### src/scc_pkg.sv
/*
  shared constants and types for the system clock source control block:
  register bit positions, reset values, divide codes and carrier structs.
  assumes a single 125 MHz clock domain and no register bus.
*/
`default_nettype none
package scc_pkg;

  // register width and reset values
  localparam int unsigned SCC_REG_W     = 8;
  localparam logic [7:0]  SCC_MODE_RST  = 8'h00;
  localparam logic [7:0]  SCC_RUN_RST   = 8'hC0; // x1 and xt1 stopped, fast osc running
  localparam logic [7:0]  SCC_SYS_RST   = 8'h00;
  localparam logic [7:0]  SCC_PLL_RST   = 8'h00;
  localparam logic [7:0]  SCC_MAIN_RST  = 8'h00;
  localparam logic [7:0]  SCC_SUP_RST   = 8'h00;

  // writable bit masks, everything else reads zero
  localparam logic [7:0]  SCC_MODE_MASK = 8'hF7;
  localparam logic [7:0]  SCC_RUN_MASK  = 8'hC1;
  localparam logic [7:0]  SCC_SYS_MASK  = 8'h50;
  localparam logic [7:0]  SCC_PLL_MASK  = 8'h07;
  localparam logic [7:0]  SCC_MAIN_MASK = 8'h07;
  localparam logic [7:0]  SCC_SUP_MASK  = 8'h90;

  // osc_mode_control fields
  localparam int unsigned SCC_X1_EXT_BIT   = 7;
  localparam int unsigned SCC_X1_PIN_BIT   = 6;
  localparam int unsigned SCC_XT1_EXT_BIT  = 5;
  localparam int unsigned SCC_XT1_PIN_BIT  = 4;
  localparam int unsigned SCC_XT1_DRV_HI   = 2;
  localparam int unsigned SCC_XT1_DRV_LO   = 1;
  localparam int unsigned SCC_X1_GAIN_BIT  = 0;
  // osc_run_status_control fields
  localparam int unsigned SCC_X1_STOP_BIT  = 7;
  localparam int unsigned SCC_XT1_STOP_BIT = 6;
  localparam int unsigned SCC_FAST_HALT    = 0;
  // system_clock_control fields
  localparam int unsigned SCC_SUB_CPU_BIT  = 6;
  localparam int unsigned SCC_X1_SEL_BIT   = 4;
  // pll_control fields
  localparam int unsigned SCC_PLL_RDIV_BIT = 2;
  localparam int unsigned SCC_PLL_MUL_BIT  = 1;
  localparam int unsigned SCC_PLL_RUN_BIT  = 0;
  // main_source_control fields
  localparam int unsigned SCC_DIV_HI_BIT   = 2;
  localparam int unsigned SCC_DIV_LO_BIT   = 1;
  localparam int unsigned SCC_SRC_SEL_BIT  = 0;
  // subsystem_supply_control fields
  localparam int unsigned SCC_RTC_LP_BIT   = 7;
  localparam int unsigned SCC_RTC_CK_BIT   = 4;

  // divide codes of the selector output
  localparam logic [1:0]  SCC_DIV2   = 2'h0;
  localparam logic [1:0]  SCC_DIV4   = 2'h1;
  localparam logic [1:0]  SCC_DIV8   = 2'h2;
  localparam logic [1:0]  SCC_DIVBAD = 2'h3;
  localparam logic [2:0]  SCC_CNT_MAX2 = 3'h1;
  localparam logic [2:0]  SCC_CNT_MAX4 = 3'h3;
  localparam logic [2:0]  SCC_CNT_MAX8 = 3'h7;

  // x1 resonator range in kHz, xt1 nominal frequency in Hz
  localparam int unsigned SCC_X1_MIN_KHZ  = 1000;
  localparam int unsigned SCC_X1_MAX_KHZ  = 20000;
  localparam int unsigned SCC_XT1_NOM_HZ  = 32768;

  typedef enum logic [1:0] {
    SCC_PIN_PORT,
    SCC_PIN_RESONATOR,
    SCC_PIN_EXTERNAL
  } scc_pin_mode_t;

  typedef enum logic [1:0] {
    SCC_DRV_LOW_POWER,
    SCC_DRV_NORMAL,
    SCC_DRV_ULTRA_LOW,
    SCC_DRV_RESERVED
  } scc_drive_t;

  typedef enum logic [1:0] {
    SCC_CPU_ONCHIP,
    SCC_CPU_PLL,
    SCC_CPU_X1,
    SCC_CPU_SUB
  } scc_cpu_src_t;

  // oscillator pin and run configuration
  typedef struct packed {
    scc_pin_mode_t x1_mode;
    scc_pin_mode_t xt1_mode;
    scc_drive_t    xt1_drive;
    logic          x1_high_gain;
    logic          x1_osc_run;
    logic          xt1_osc_run;
    logic          fast_osc_run;
    logic          pll_run;
    logic          pll_mult_hi;
    logic          pll_ref_div2;
  } scc_osc_ctl_t;

  // low-speed oscillator run and routing
  typedef struct packed {
    logic run;
    logic to_wdt;
    logic to_rtc;
    logic to_itmr;
  } scc_lsosc_t;

  // register read-back
  typedef struct packed {
    logic [7:0] osc_mode_control;
    logic [7:0] osc_run_status_control;
    logic [7:0] system_clock_control;
    logic [7:0] pll_control;
    logic [7:0] main_source_control;
    logic [7:0] subsystem_supply_control;
  } scc_regs_t;

endpackage
`default_nettype wire

### src/scc_clock_ctl.sv
/*
  system clock source control: holds the oscillator, pll and main-clock
  control bits, decodes pin modes, runs the low-speed oscillator gating and
  steers the cpu clock tick from the chosen source.
  assumes source clocks arrive as one-cycle ticks synchronous to mclk and
  that software keeps its own ordering duties (both sources alive before a
  switch, usb stopped before leaving the pll, no pll start on subclock).
*/
`timescale 1ns/1ns
`default_nettype none
// Behaviour
// - with x1 select at 0, selector output becomes the main clock
// - bits 7,6 pick x1 pins: 01 resonator, 11 external, 00 port
// - bits 5,4 pick xt1 pins: 01 resonator, 11 external, 00 port
// - xt1 drive code 10 selects ultra-low-power oscillation
// - run status bit 0 starts or stops the fast on-chip oscillator
// - fast on-chip oscillator runs after reset without software action
// - low-speed oscillator feeds only watchdog, rtc and interval timer
// - low-speed oscillator runs when watchdog option or rtc select set
// - it stops only with watchdog on, select 0, no standby run, standby
// - while watchdog runs the low-speed oscillator keeps running otherwise
// - pll multiplies high-speed clock, run bit 0 turns it on and off
// - osc mode bits 5,4 at 01 enable the 32.768 kHz xt1 oscillator unless run status bit 6 is set
// - x1 oscillator takes a 1 to 20 MHz resonator
// - selector value 0 picks the fast on-chip oscillator
// - divide field 00, 01, 10 divides selector output by 2, 4, 8
// - x1 select set makes x1 the cpu clock unless the subclock cpu bit 6 is also set
module scc_clock_ctl (
  // clock and reset
  input  wire logic             mclk,
  input  wire logic             rst,
  // register writes, one strobe per register, shared data
  input  wire logic [7:0]       wr_data,
  input  wire logic             wr_osc_mode,
  input  wire logic             wr_osc_run,
  input  wire logic             wr_sys_clk,
  input  wire logic             wr_pll,
  input  wire logic             wr_main_src,
  input  wire logic             wr_supply,
  // option and power state
  input  wire logic             watchdog_run_option,
  input  wire logic             watchdog_standby_run,
  input  wire logic             standby_active,
  // source clock ticks
  input  wire logic             fast_osc_tick,
  input  wire logic             pll_tick,
  input  wire logic             x1_tick,
  input  wire logic             xt1_tick,
  // register read-back
  output scc_pkg::scc_regs_t    regs_rd,
  // oscillator control
  output scc_pkg::scc_osc_ctl_t osc_ctl,
  output scc_pkg::scc_lsosc_t   lsosc,
  // clock outputs
  output scc_pkg::scc_cpu_src_t cpu_src,
  output logic                  cpu_clk_tick,
  output logic                  usb_src_tick
);
  import scc_pkg::*;

  scc_regs_t    regs_ff;
  scc_regs_t    nxt_regs;
  scc_osc_ctl_t osc_ff;
  scc_osc_ctl_t nxt_osc;
  scc_lsosc_t   ls_ff;
  scc_lsosc_t   nxt_ls;
  scc_cpu_src_t src_ff;
  scc_cpu_src_t nxt_src;
  logic         cpu_tick_ff;
  logic         nxt_cpu_tick;
  logic         usb_tick_ff;
  logic         nxt_usb_tick;
  logic         sel_tick;
  logic         div_tick;

  // register writes; reserved bits are masked so they stay zero
  always_comb begin
    nxt_regs = regs_ff;
    if (wr_osc_mode) begin
      nxt_regs.osc_mode_control = wr_data & SCC_MODE_MASK;
    end
    if (wr_osc_run) begin
      nxt_regs.osc_run_status_control = wr_data & SCC_RUN_MASK;
    end
    if (wr_sys_clk) begin
      nxt_regs.system_clock_control = wr_data & SCC_SYS_MASK;
    end
    if (wr_pll) begin
      nxt_regs.pll_control = wr_data & SCC_PLL_MASK;
    end
    if (wr_main_src) begin
      // upper bits are dropped even if software breaks the zero-write habit
      nxt_regs.main_source_control[SCC_SRC_SEL_BIT] = wr_data[SCC_SRC_SEL_BIT];
      // reserved divide code 11 leaves the running ratio alone
      if (wr_data[SCC_DIV_HI_BIT:SCC_DIV_LO_BIT] != SCC_DIVBAD) begin
        nxt_regs.main_source_control[SCC_DIV_HI_BIT:SCC_DIV_LO_BIT] =
          wr_data[SCC_DIV_HI_BIT:SCC_DIV_LO_BIT];
      end
    end
    if (wr_supply) begin
      nxt_regs.subsystem_supply_control = wr_data & SCC_SUP_MASK;
    end
  end

  always_ff @(posedge mclk) begin
    if (rst) begin
      regs_ff.osc_mode_control         <= SCC_MODE_RST;
      regs_ff.osc_run_status_control   <= SCC_RUN_RST;
      regs_ff.system_clock_control     <= SCC_SYS_RST;
      regs_ff.pll_control              <= SCC_PLL_RST;
      regs_ff.main_source_control      <= SCC_MAIN_RST;
      regs_ff.subsystem_supply_control <= SCC_SUP_RST;
    end else begin
      regs_ff <= nxt_regs;
    end
  end

  // pin modes and oscillator enables from the stored bits
  always_comb begin
    logic [1:0] x1_pat;
    logic [1:0] xt1_pat;
    x1_pat  = {regs_ff.osc_mode_control[SCC_X1_EXT_BIT],
               regs_ff.osc_mode_control[SCC_X1_PIN_BIT]};
    xt1_pat = {regs_ff.osc_mode_control[SCC_XT1_EXT_BIT],
               regs_ff.osc_mode_control[SCC_XT1_PIN_BIT]};
    nxt_osc = osc_ff;
    // pattern 10 has no meaning, so the pins fall back to port mode
    case (x1_pat)
      2'h1:    nxt_osc.x1_mode = SCC_PIN_RESONATOR;
      2'h3:    nxt_osc.x1_mode = SCC_PIN_EXTERNAL;
      default: nxt_osc.x1_mode = SCC_PIN_PORT;
    endcase
    case (xt1_pat)
      2'h1:    nxt_osc.xt1_mode = SCC_PIN_RESONATOR;
      2'h3:    nxt_osc.xt1_mode = SCC_PIN_EXTERNAL;
      default: nxt_osc.xt1_mode = SCC_PIN_PORT;
    endcase
    case ({regs_ff.osc_mode_control[SCC_XT1_DRV_HI],
           regs_ff.osc_mode_control[SCC_XT1_DRV_LO]})
      2'h0:    nxt_osc.xt1_drive = SCC_DRV_LOW_POWER;
      2'h1:    nxt_osc.xt1_drive = SCC_DRV_NORMAL;
      2'h2:    nxt_osc.xt1_drive = SCC_DRV_ULTRA_LOW;
      default: nxt_osc.xt1_drive = SCC_DRV_RESERVED;
    endcase
    nxt_osc.x1_high_gain = regs_ff.osc_mode_control[SCC_X1_GAIN_BIT];
    // x1 amplifier only runs in resonator mode, sized for 1 to 20 MHz parts
    nxt_osc.x1_osc_run = (x1_pat == 2'h1) &
                         ~regs_ff.osc_run_status_control[SCC_X1_STOP_BIT];
    // the 32.768 kHz amplifier needs bit 4 set, bit 5 clear and the stop bit clear
    nxt_osc.xt1_osc_run = regs_ff.osc_mode_control[SCC_XT1_PIN_BIT] &
                          ~regs_ff.osc_mode_control[SCC_XT1_EXT_BIT] &
                          ~regs_ff.osc_run_status_control[SCC_XT1_STOP_BIT];
    nxt_osc.fast_osc_run =
      ~regs_ff.osc_run_status_control[SCC_FAST_HALT];
    nxt_osc.pll_run      = regs_ff.pll_control[SCC_PLL_RUN_BIT];
    nxt_osc.pll_mult_hi  = regs_ff.pll_control[SCC_PLL_MUL_BIT];
    nxt_osc.pll_ref_div2 = regs_ff.pll_control[SCC_PLL_RDIV_BIT];
  end

  always_ff @(posedge mclk) begin
    if (rst) begin
      osc_ff.x1_mode      <= SCC_PIN_PORT;
      osc_ff.xt1_mode     <= SCC_PIN_PORT;
      osc_ff.xt1_drive    <= SCC_DRV_LOW_POWER;
      osc_ff.x1_high_gain <= 1'b0;
      osc_ff.x1_osc_run   <= 1'b0;
      osc_ff.xt1_osc_run  <= 1'b0;
      osc_ff.fast_osc_run <= 1'b1;
      osc_ff.pll_run      <= 1'b0;
      osc_ff.pll_mult_hi  <= 1'b0;
      osc_ff.pll_ref_div2 <= 1'b0;
    end else begin
      osc_ff <= nxt_osc;
    end
  end

  // low-speed oscillator: a hung program cannot stop it while the watchdog
  // runs, only the standby condition with no rtc use can
  always_comb begin
    logic rtc_sel;
    logic want;
    logic sleep_stop;
    rtc_sel    = regs_ff.subsystem_supply_control[SCC_RTC_CK_BIT];
    want       = watchdog_run_option | rtc_sel;
    sleep_stop = watchdog_run_option & ~rtc_sel &
                 ~watchdog_standby_run & standby_active;
    nxt_ls.run     = want & ~sleep_stop;
    // only these three consumers are ever fed; no cpu path exists
    nxt_ls.to_wdt  = nxt_ls.run & watchdog_run_option;
    nxt_ls.to_rtc  = nxt_ls.run & rtc_sel;
    nxt_ls.to_itmr = nxt_ls.run & rtc_sel;
  end

  always_ff @(posedge mclk) begin
    if (rst) begin
      ls_ff <= '0;
    end else begin
      ls_ff <= nxt_ls;
    end
  end

  // selector between pll and fast oscillator; both are assumed live
  // when software flips it, so no glitch-free handover is attempted
  assign sel_tick = regs_ff.main_source_control[SCC_SRC_SEL_BIT] ?
                    pll_tick : fast_osc_tick;

  scc_tick_div #(
    .CNT_W (3)
  ) u_main_div (
    .mclk     (mclk),
    .rst      (rst),
    .ratio    (regs_ff.main_source_control[SCC_DIV_HI_BIT:SCC_DIV_LO_BIT]),
    .src_tick (sel_tick),
    .div_tick (div_tick)
  );

  // cpu clock steering; the low-speed oscillator is never a candidate
  always_comb begin
    nxt_src      = SCC_CPU_ONCHIP;
    nxt_cpu_tick = 1'b0;
    if (regs_ff.system_clock_control[SCC_SUB_CPU_BIT]) begin
      nxt_src      = SCC_CPU_SUB;
      nxt_cpu_tick = xt1_tick;
    end else if (regs_ff.system_clock_control[SCC_X1_SEL_BIT]) begin
      nxt_src      = SCC_CPU_X1;
      nxt_cpu_tick = x1_tick;
    end else begin
      nxt_src      = regs_ff.main_source_control[SCC_SRC_SEL_BIT] ?
                     SCC_CPU_PLL : SCC_CPU_ONCHIP;
      nxt_cpu_tick = div_tick;
    end
    // usb takes the undivided selector output; software picks pll for it
    nxt_usb_tick = sel_tick;
  end

  always_ff @(posedge mclk) begin
    if (rst) begin
      src_ff      <= SCC_CPU_ONCHIP;
      cpu_tick_ff <= 1'b0;
      usb_tick_ff <= 1'b0;
    end else begin
      src_ff      <= nxt_src;
      cpu_tick_ff <= nxt_cpu_tick;
      usb_tick_ff <= nxt_usb_tick;
    end
  end

  // outputs straight from flip-flops
  assign regs_rd      = regs_ff;
  assign osc_ctl      = osc_ff;
  assign lsosc        = ls_ff;
  assign cpu_src      = src_ff;
  assign cpu_clk_tick = cpu_tick_ff;
  assign usb_src_tick = usb_tick_ff;

endmodule
`default_nettype wire

### src/scc_tick_div.sv
/*
  divides a one-cycle source tick by 2, 4 or 8.
  assumes the source tick is a single-cycle pulse synchronous to mclk.
*/
`timescale 1ns/1ns
`default_nettype none
module scc_tick_div #(
  parameter int unsigned CNT_W = 3
) (
  // clock and reset
  input  wire logic             mclk,
  input  wire logic             rst,
  // control
  input  wire logic [1:0]       ratio,
  input  wire logic             src_tick,
  // result
  output logic                  div_tick
);
  import scc_pkg::*;

  logic [CNT_W-1:0] cnt_ff;
  logic [CNT_W-1:0] nxt_cnt;
  logic [CNT_W-1:0] cnt_max;

  // terminal count from the ratio code; a reserved code never reaches here
  always_comb begin
    case (ratio)
      SCC_DIV2: cnt_max = CNT_W'(SCC_CNT_MAX2);
      SCC_DIV4: cnt_max = CNT_W'(SCC_CNT_MAX4);
      default:  cnt_max = CNT_W'(SCC_CNT_MAX8);
    endcase
    nxt_cnt  = cnt_ff;
    div_tick = 1'b0;
    if (src_tick) begin
      if (cnt_ff >= cnt_max) begin
        nxt_cnt  = '0;
        div_tick = 1'b1;
      end else begin
        nxt_cnt = cnt_ff + CNT_W'(1);
      end
    end
  end

  always_ff @(posedge mclk) begin
    if (rst) begin
      cnt_ff <= '0;
    end else begin
      cnt_ff <= nxt_cnt;
    end
  end

endmodule
`default_nettype wire

### config.mk
export PLATFORM = sky130hd
export DESIGN_NAME = scc_clock_ctl
export DESIGN_NICKNAME = d
export VERILOG_FILES = /design/src/scc_pkg.sv /design/src/scc_clock_ctl.sv /design/src/scc_tick_div.sv
export SDC_FILE = /design/constraint.sdc
export NUM_CORES = 1
export LEC_CHECK = 0
export ABC_AREA = 0
export BUFFER_PORTS_ARGS = -buffer_cell sky130_fd_sc_hd__buf_2
export CAP_MARGIN = 5
export CORE_ASPECT_RATIO = 1.75
export CORE_MARGIN = 2
export CORE_UTILIZATION = 45
export CTS_CLUSTER_DIAMETER = 30
export DETAILED_ROUTE_END_ITERATION = 10
export PLACE_DENSITY = 0.8
export RECOVER_POWER = 50
export SETUP_SLACK_MARGIN = 0.5
export SKIP_CTS_REPAIR_TIMING = 1
export SLEW_MARGIN = 20
export SYNTH_ARGS = -nofsm -noshare
export SYNTH_HDL_FRONTEND = slang
export SYNTH_SLANG_ARGS = --single-unit
### constraint.sdc
create_clock -name mclk -period 2.75 [get_ports mclk]
set_clock_uncertainty 0.1 [all_clocks]
set_input_delay 0.1375 -clock mclk [delete_from_list [all_inputs] [get_ports mclk]]
set_output_delay 0.1375 -clock mclk [all_outputs]
set_load 0.02 [all_outputs]
After elaboration in Yosys (flattened, before gate mapping)
Cells that the tools add are included.
{"block": "totals", "output_inout_bits": 69, "elab_cells": 67, "inputBits": 23, "regBits": 43}
{"block": "classes", "add_sub_neg": 1, "n_reduce_logical": 3, "n_eq_ne": 8, "bitwise": 17, "muxes": 13, "n_lt_le_gt_ge": 1}
{"operator": "$and A1 B1 Y1", "n": 9}
{"operator": "$eq A2 B1 Y1 const B", "n": 4}
{"operator": "$pmux W2 S2", "n": 2}
{"operator": "$not A1 Y1", "n": 7}
{"operator": "$eq A2 B2 Y1 const B", "n": 3}
{"operator": "$mux W1", "n": 6}
{"operator": "$pmux W2 S3", "n": 1}
{"operator": "$pmux W3 S2", "n": 1}
{"operator": "$logic_not A2 Y1", "n": 2}
{"operator": "$mux W2", "n": 2}
{"operator": "$add A3 B1 Y3 const B", "n": 1}
{"operator": "$ge A3 B3 Y1", "n": 1}
{"operator": "$mux W3", "n": 1}
{"operator": "$ne A2 B2 Y1 const B", "n": 1}
{"operator": "$reduce_and A2 Y1", "n": 1}
{"operator": "$or A1 B1 Y1", "n": 1}

Logic depth before layout (Yosys ltp)
{"block": "depth", "depth_word": 7, "ltp_mapped": 5, "depth_no_buf": 5}

Cells and area by module
Synthesis repeated with hierarchy kept, for this count alone.
{"block": "unflattened", "hier_cells": 168, "area_unflattened_um2": 1754.2}
{"module": "scc_clock_ctl", "area_each_um2": 1559.0, "cells_per_inst": 150, "instances": 1}
{"module": "scc_tick_div", "area_each_um2": 195.2, "cells_per_inst": 18, "instances": 1}

Worst setup path before layout
No wires, ideal clock.
{"block": "synth_path", "path_kind": "register to register", "start": "register regs_ff (netlist bit regs_rd[10])", "end": "register cpu_tick_ff (netlist: cpu_clk_tick)", "required_time_ps": 2564, "path_slack_ps": 1158, "path_stages_with_launch": 6, "path_buffers": 0, "setup_ps": 86, "t_arrival_ps": 1405, "synth_period_minus_slack_ps": 1592, "path_cell_list": "dfxtp_1 > inv_1 > ha_1 > a21oi_1 > a211o_1 > a221oi_2"}
{"block": "synth_via", "elab_chain_len": 7, "word_cells_on_any_way": 8, "classes_between": "order compare (1); eq/ne (1); mux (5); reduce/logical (1)"}
{"element": "from (decl)", "line_no": "scc_clock_ctl.sv:61", "rtl": "scc_regs_t regs_ff;"}
{"element": "from (signal assigned)", "line_no": "scc_clock_ctl.sv:114", "rtl": "regs_ff <= nxt_regs;"}
{"element": "$eq A2 B1 Y1 / $logic_not A2 Y1 (equally long branches)", "line_no": "scc_tick_div.sv:27", "rtl": "case (ratio)"}
{"element": "$pmux W3 S2 (*)", "line_no": "scc_tick_div.sv:27"}
{"element": "$ge A3 B3 Y1 (*)", "line_no": "scc_tick_div.sv:35", "rtl": "if (cnt_ff >= cnt_max) begin"}
{"element": "$mux W1 (*)", "line_no": "scc_tick_div.sv:35"}
{"element": "$mux W1 (*)", "line_no": "scc_tick_div.sv:34", "rtl": "if (src_tick) begin"}
{"element": "$mux W1 (*)", "line_no": "scc_clock_ctl.sv:224", "rtl": "end else if (regs_ff.system_clock_control[SCC_X1_SEL_BIT]) begin"}
{"element": "$mux W1 (*)", "line_no": "scc_clock_ctl.sv:221", "rtl": "if (regs_ff.system_clock_control[SCC_SUB_CPU_BIT]) begin"}
{"element": "to (signal assigned)", "line_no": "scc_clock_ctl.sv:243", "rtl": "cpu_tick_ff <= nxt_cpu_tick;"}
{"element": "to (decl)", "line_no": "scc_clock_ctl.sv:69", "rtl": "logic cpu_tick_ff;"}
Every way passes the cells marked *; elsewhere a longest branch is shown, timed or not.
A chain may end at the register's enable or synchronous reset.

Worst setup path after layout
{"block": "layout_path", "start": "input rst", "end": "register osc_ff (netlist bit osc_ctl[10])"}
{"element": "from (decl)", "line_no": "scc_clock_ctl.sv:31", "rtl": "input wire logic rst,"}
{"element": "to (signal assigned)", "line_no": "scc_clock_ctl.sv:173", "rtl": "osc_ff <= nxt_osc;"}
{"element": "to (decl)", "line_no": "scc_clock_ctl.sv:63", "rtl": "scc_osc_ctl_t osc_ff;"}
No word-level cell between the ends.

==> flow_summary.toml <==
[outcome]
status = "finished with violations"
violations = "negative hold slack, max-capacitance violations, max-slew violations"

[global_routing]
grtUsageMet1 = 0.1563
met2_usage = 0.2835
grt_busiest_layer = "met2"
grt_max_degree = 38
antenna_found_initial = 0
grt_pass1_wl_mm = 5.016
grt_use_total = 0.1580
grt_pass1_vias = 1109
grtUsageMet3 = 0.04530
grt_overflow = 0

[cts]
cts_tree = "done"
clock_latency_ns = 0.29
clkSinkCount = 43
numCtsBuffers = 5
cts_root_buffer = "clkbuf_8"
clockBufferDepth = 2
htreeDepth = 2
path_clk_slew_ns = 0.08

[worst_setup_path]
arrival_ns = 1.88
worstPathRequired_ns = 2.83
start_kind = "input port"
crit_type = "input port to flip-flop"
cp_max_fo = 37
crit_path_end_kind = "flip-flop"

[sta]
period_needed_ns = 1.802
hold_viol = 1
slew_violations = 38
setup-tns-final_ns = 0
whs_ns = -0.002686
worst_slew_pin_slew_ns = 1.581
finalSetupViolCount = 0
slew_headroom = -0.05416
rsz0062_at_grt = "no"
post-route-period-util = 0.6553
max_freq_ghz = 0.5550

[synthesis]
synth-async-reset-ratio = 0
synth_area_per_cell_um2 = 9.930
yosys_warnings = 0
synthTopCellsByCount = "dfxtp_1, buf_4, nor2_1"
synth_largest_area_cell = "dfxtp_1"
syn_area_um2 = 1718
synthTopCellsByArea = "dfxtp_1, buf_4, mux2i_1"
netlist-cell-type-count = 24
yosysSeqAreaShare = 0.5011
synth_edf_count = 0
synth_ff_type = "dfxtp_1"
synth_cells = 173
yosysMostFrequentCell = "dfxtp_1"
synth_top_area_frac = 0.5011
synth_seq_cells = 43

[floorplan]
fp.dieW_um = 50.71
dieArea_um2 = 4347
pin_count = 92
die_h_um = 85.74
coreArea_um2 = 3628
row_count = 29
start_util = 0.4734

[power]
power.total_mw = 1.435
p_per_area_nw_per_um2 = 699.3
power.leakage_nw = 1.033
ir_worst_vdd_mv = 0.4987

[final_layout]
nFillCells = 326
finish.instance_area_um2 = 2052
seqCellArea_um2 = 860.8
multiInputGateArea_um2 = 676.9
drive_above_1_share = 0.2661
diodes = 0
area_growth_pct = 19.45
fin_nets = 258

[placement]
place_area_um2 = 1921
io_buffers = 62
routabilityCongestion = 0.7470
hpwl_mm = 2.385

[route]
drtIter0Drc = 23
routed_via_density = 4.427
ant_nets = 0
first_pass_iters = 4
drt_drc_violations_left = 0
wirelength_mm = 3.231
via_count = 1235
wl_per_cell_um = 11.58

[job]
cap_violations = 1

[worst_hold_path]
hold_class = "input port to flip-flop"
## worst max-delay path, cell delays in order
cell and delay (ns):
clkbuf_1 1.12, inv_1 0.32, and3_1 0.29
## layout by cell type (no fill, tap or decap), drive strengths merged
master,count
a211o,1
a21oi,6
a221oi,1
a31oi,1
and3,2
buf,53
bufinv,2
clkbuf,15
conb,28
dfxtp,43
dlygate4sd3,1
ha,3
inv,4
mux2,1
mux2i,19
nand2,6
nand2b,1
nand3,1
nand3b,1
nand4,2
nand4b,1
nor2,24
nor2b,12
nor3,2
nor3b,3
## path summary, 6_finish.rpt
check | from | to | slack, ns | cells past startpoint
setup / recovery | rst | osc_ctl[10] | 0.95 | 3
setup reg to reg | regs_rd[10] | u_main_div.cnt_ff[2] | 1.10 | 5
hold reg to reg | regs_rd[32] | osc_ctl[3] | 0.31 | 1
hold / removal | wr_data[7] | regs_rd[39] | -0.003 | 3
## final cells by class
cell class	count	share of cell area
timing repair buffer	63	0.1506
clock inverter	2	0.02927
tap	46	0.02805
sequential	43	0.4195
inverter	4	0.007317
clock buffer	6	0.03537
multi-input combinational	115	0.3299
## through the flow
step | worst slack (ns) | util | std cells
global placement | 1.224 | 0.5293 | 270
finish | 0.9480 | 0.5655 | 279
detailed placement | 1.181 | 0.5293 | 270
floorplan | 1.158 | - | 200
global route | 0.7831 | 0.5655 | 279
CTS | 1.130 | 0.5659 | 278
## cell families after synthesis
logic type | share of synthesized area
AOI/OAI and AO/OA | 0.03496
adders and majority gates | 0.02185
buffers and inverters | 0.1639
DFF | 0.5011
muxes | 0.1173
other | 0.002183
and+or+nand+nor | 0.1588
## power by group
part | switching [mW] | total, mW | internal (mW)
logic | 0.132 | 0.197 | 0.0649
registers | 0.0205 | 0.676 | 0.655
clock network | 0.199 | 0.562 | 0.363
total | 0.352 | 1.43 | 1.08
## state kept, by name, summed over array words and instances, names as in the netlist
register           count
cpu_clk_tick           1
lsosc                  3
usb_src_tick           1
u_main_div.cnt_ff      3
cpu_src                2
osc_ctl               13
regs_rd               20
## metal layers
layer  part of all wire  up-vias
met5                  0        -
met4              0.019        0
met3              0.070        6
met2               0.54       56
met1               0.37      552
li1                   -      621
Power figures use the tool's default switching activity.
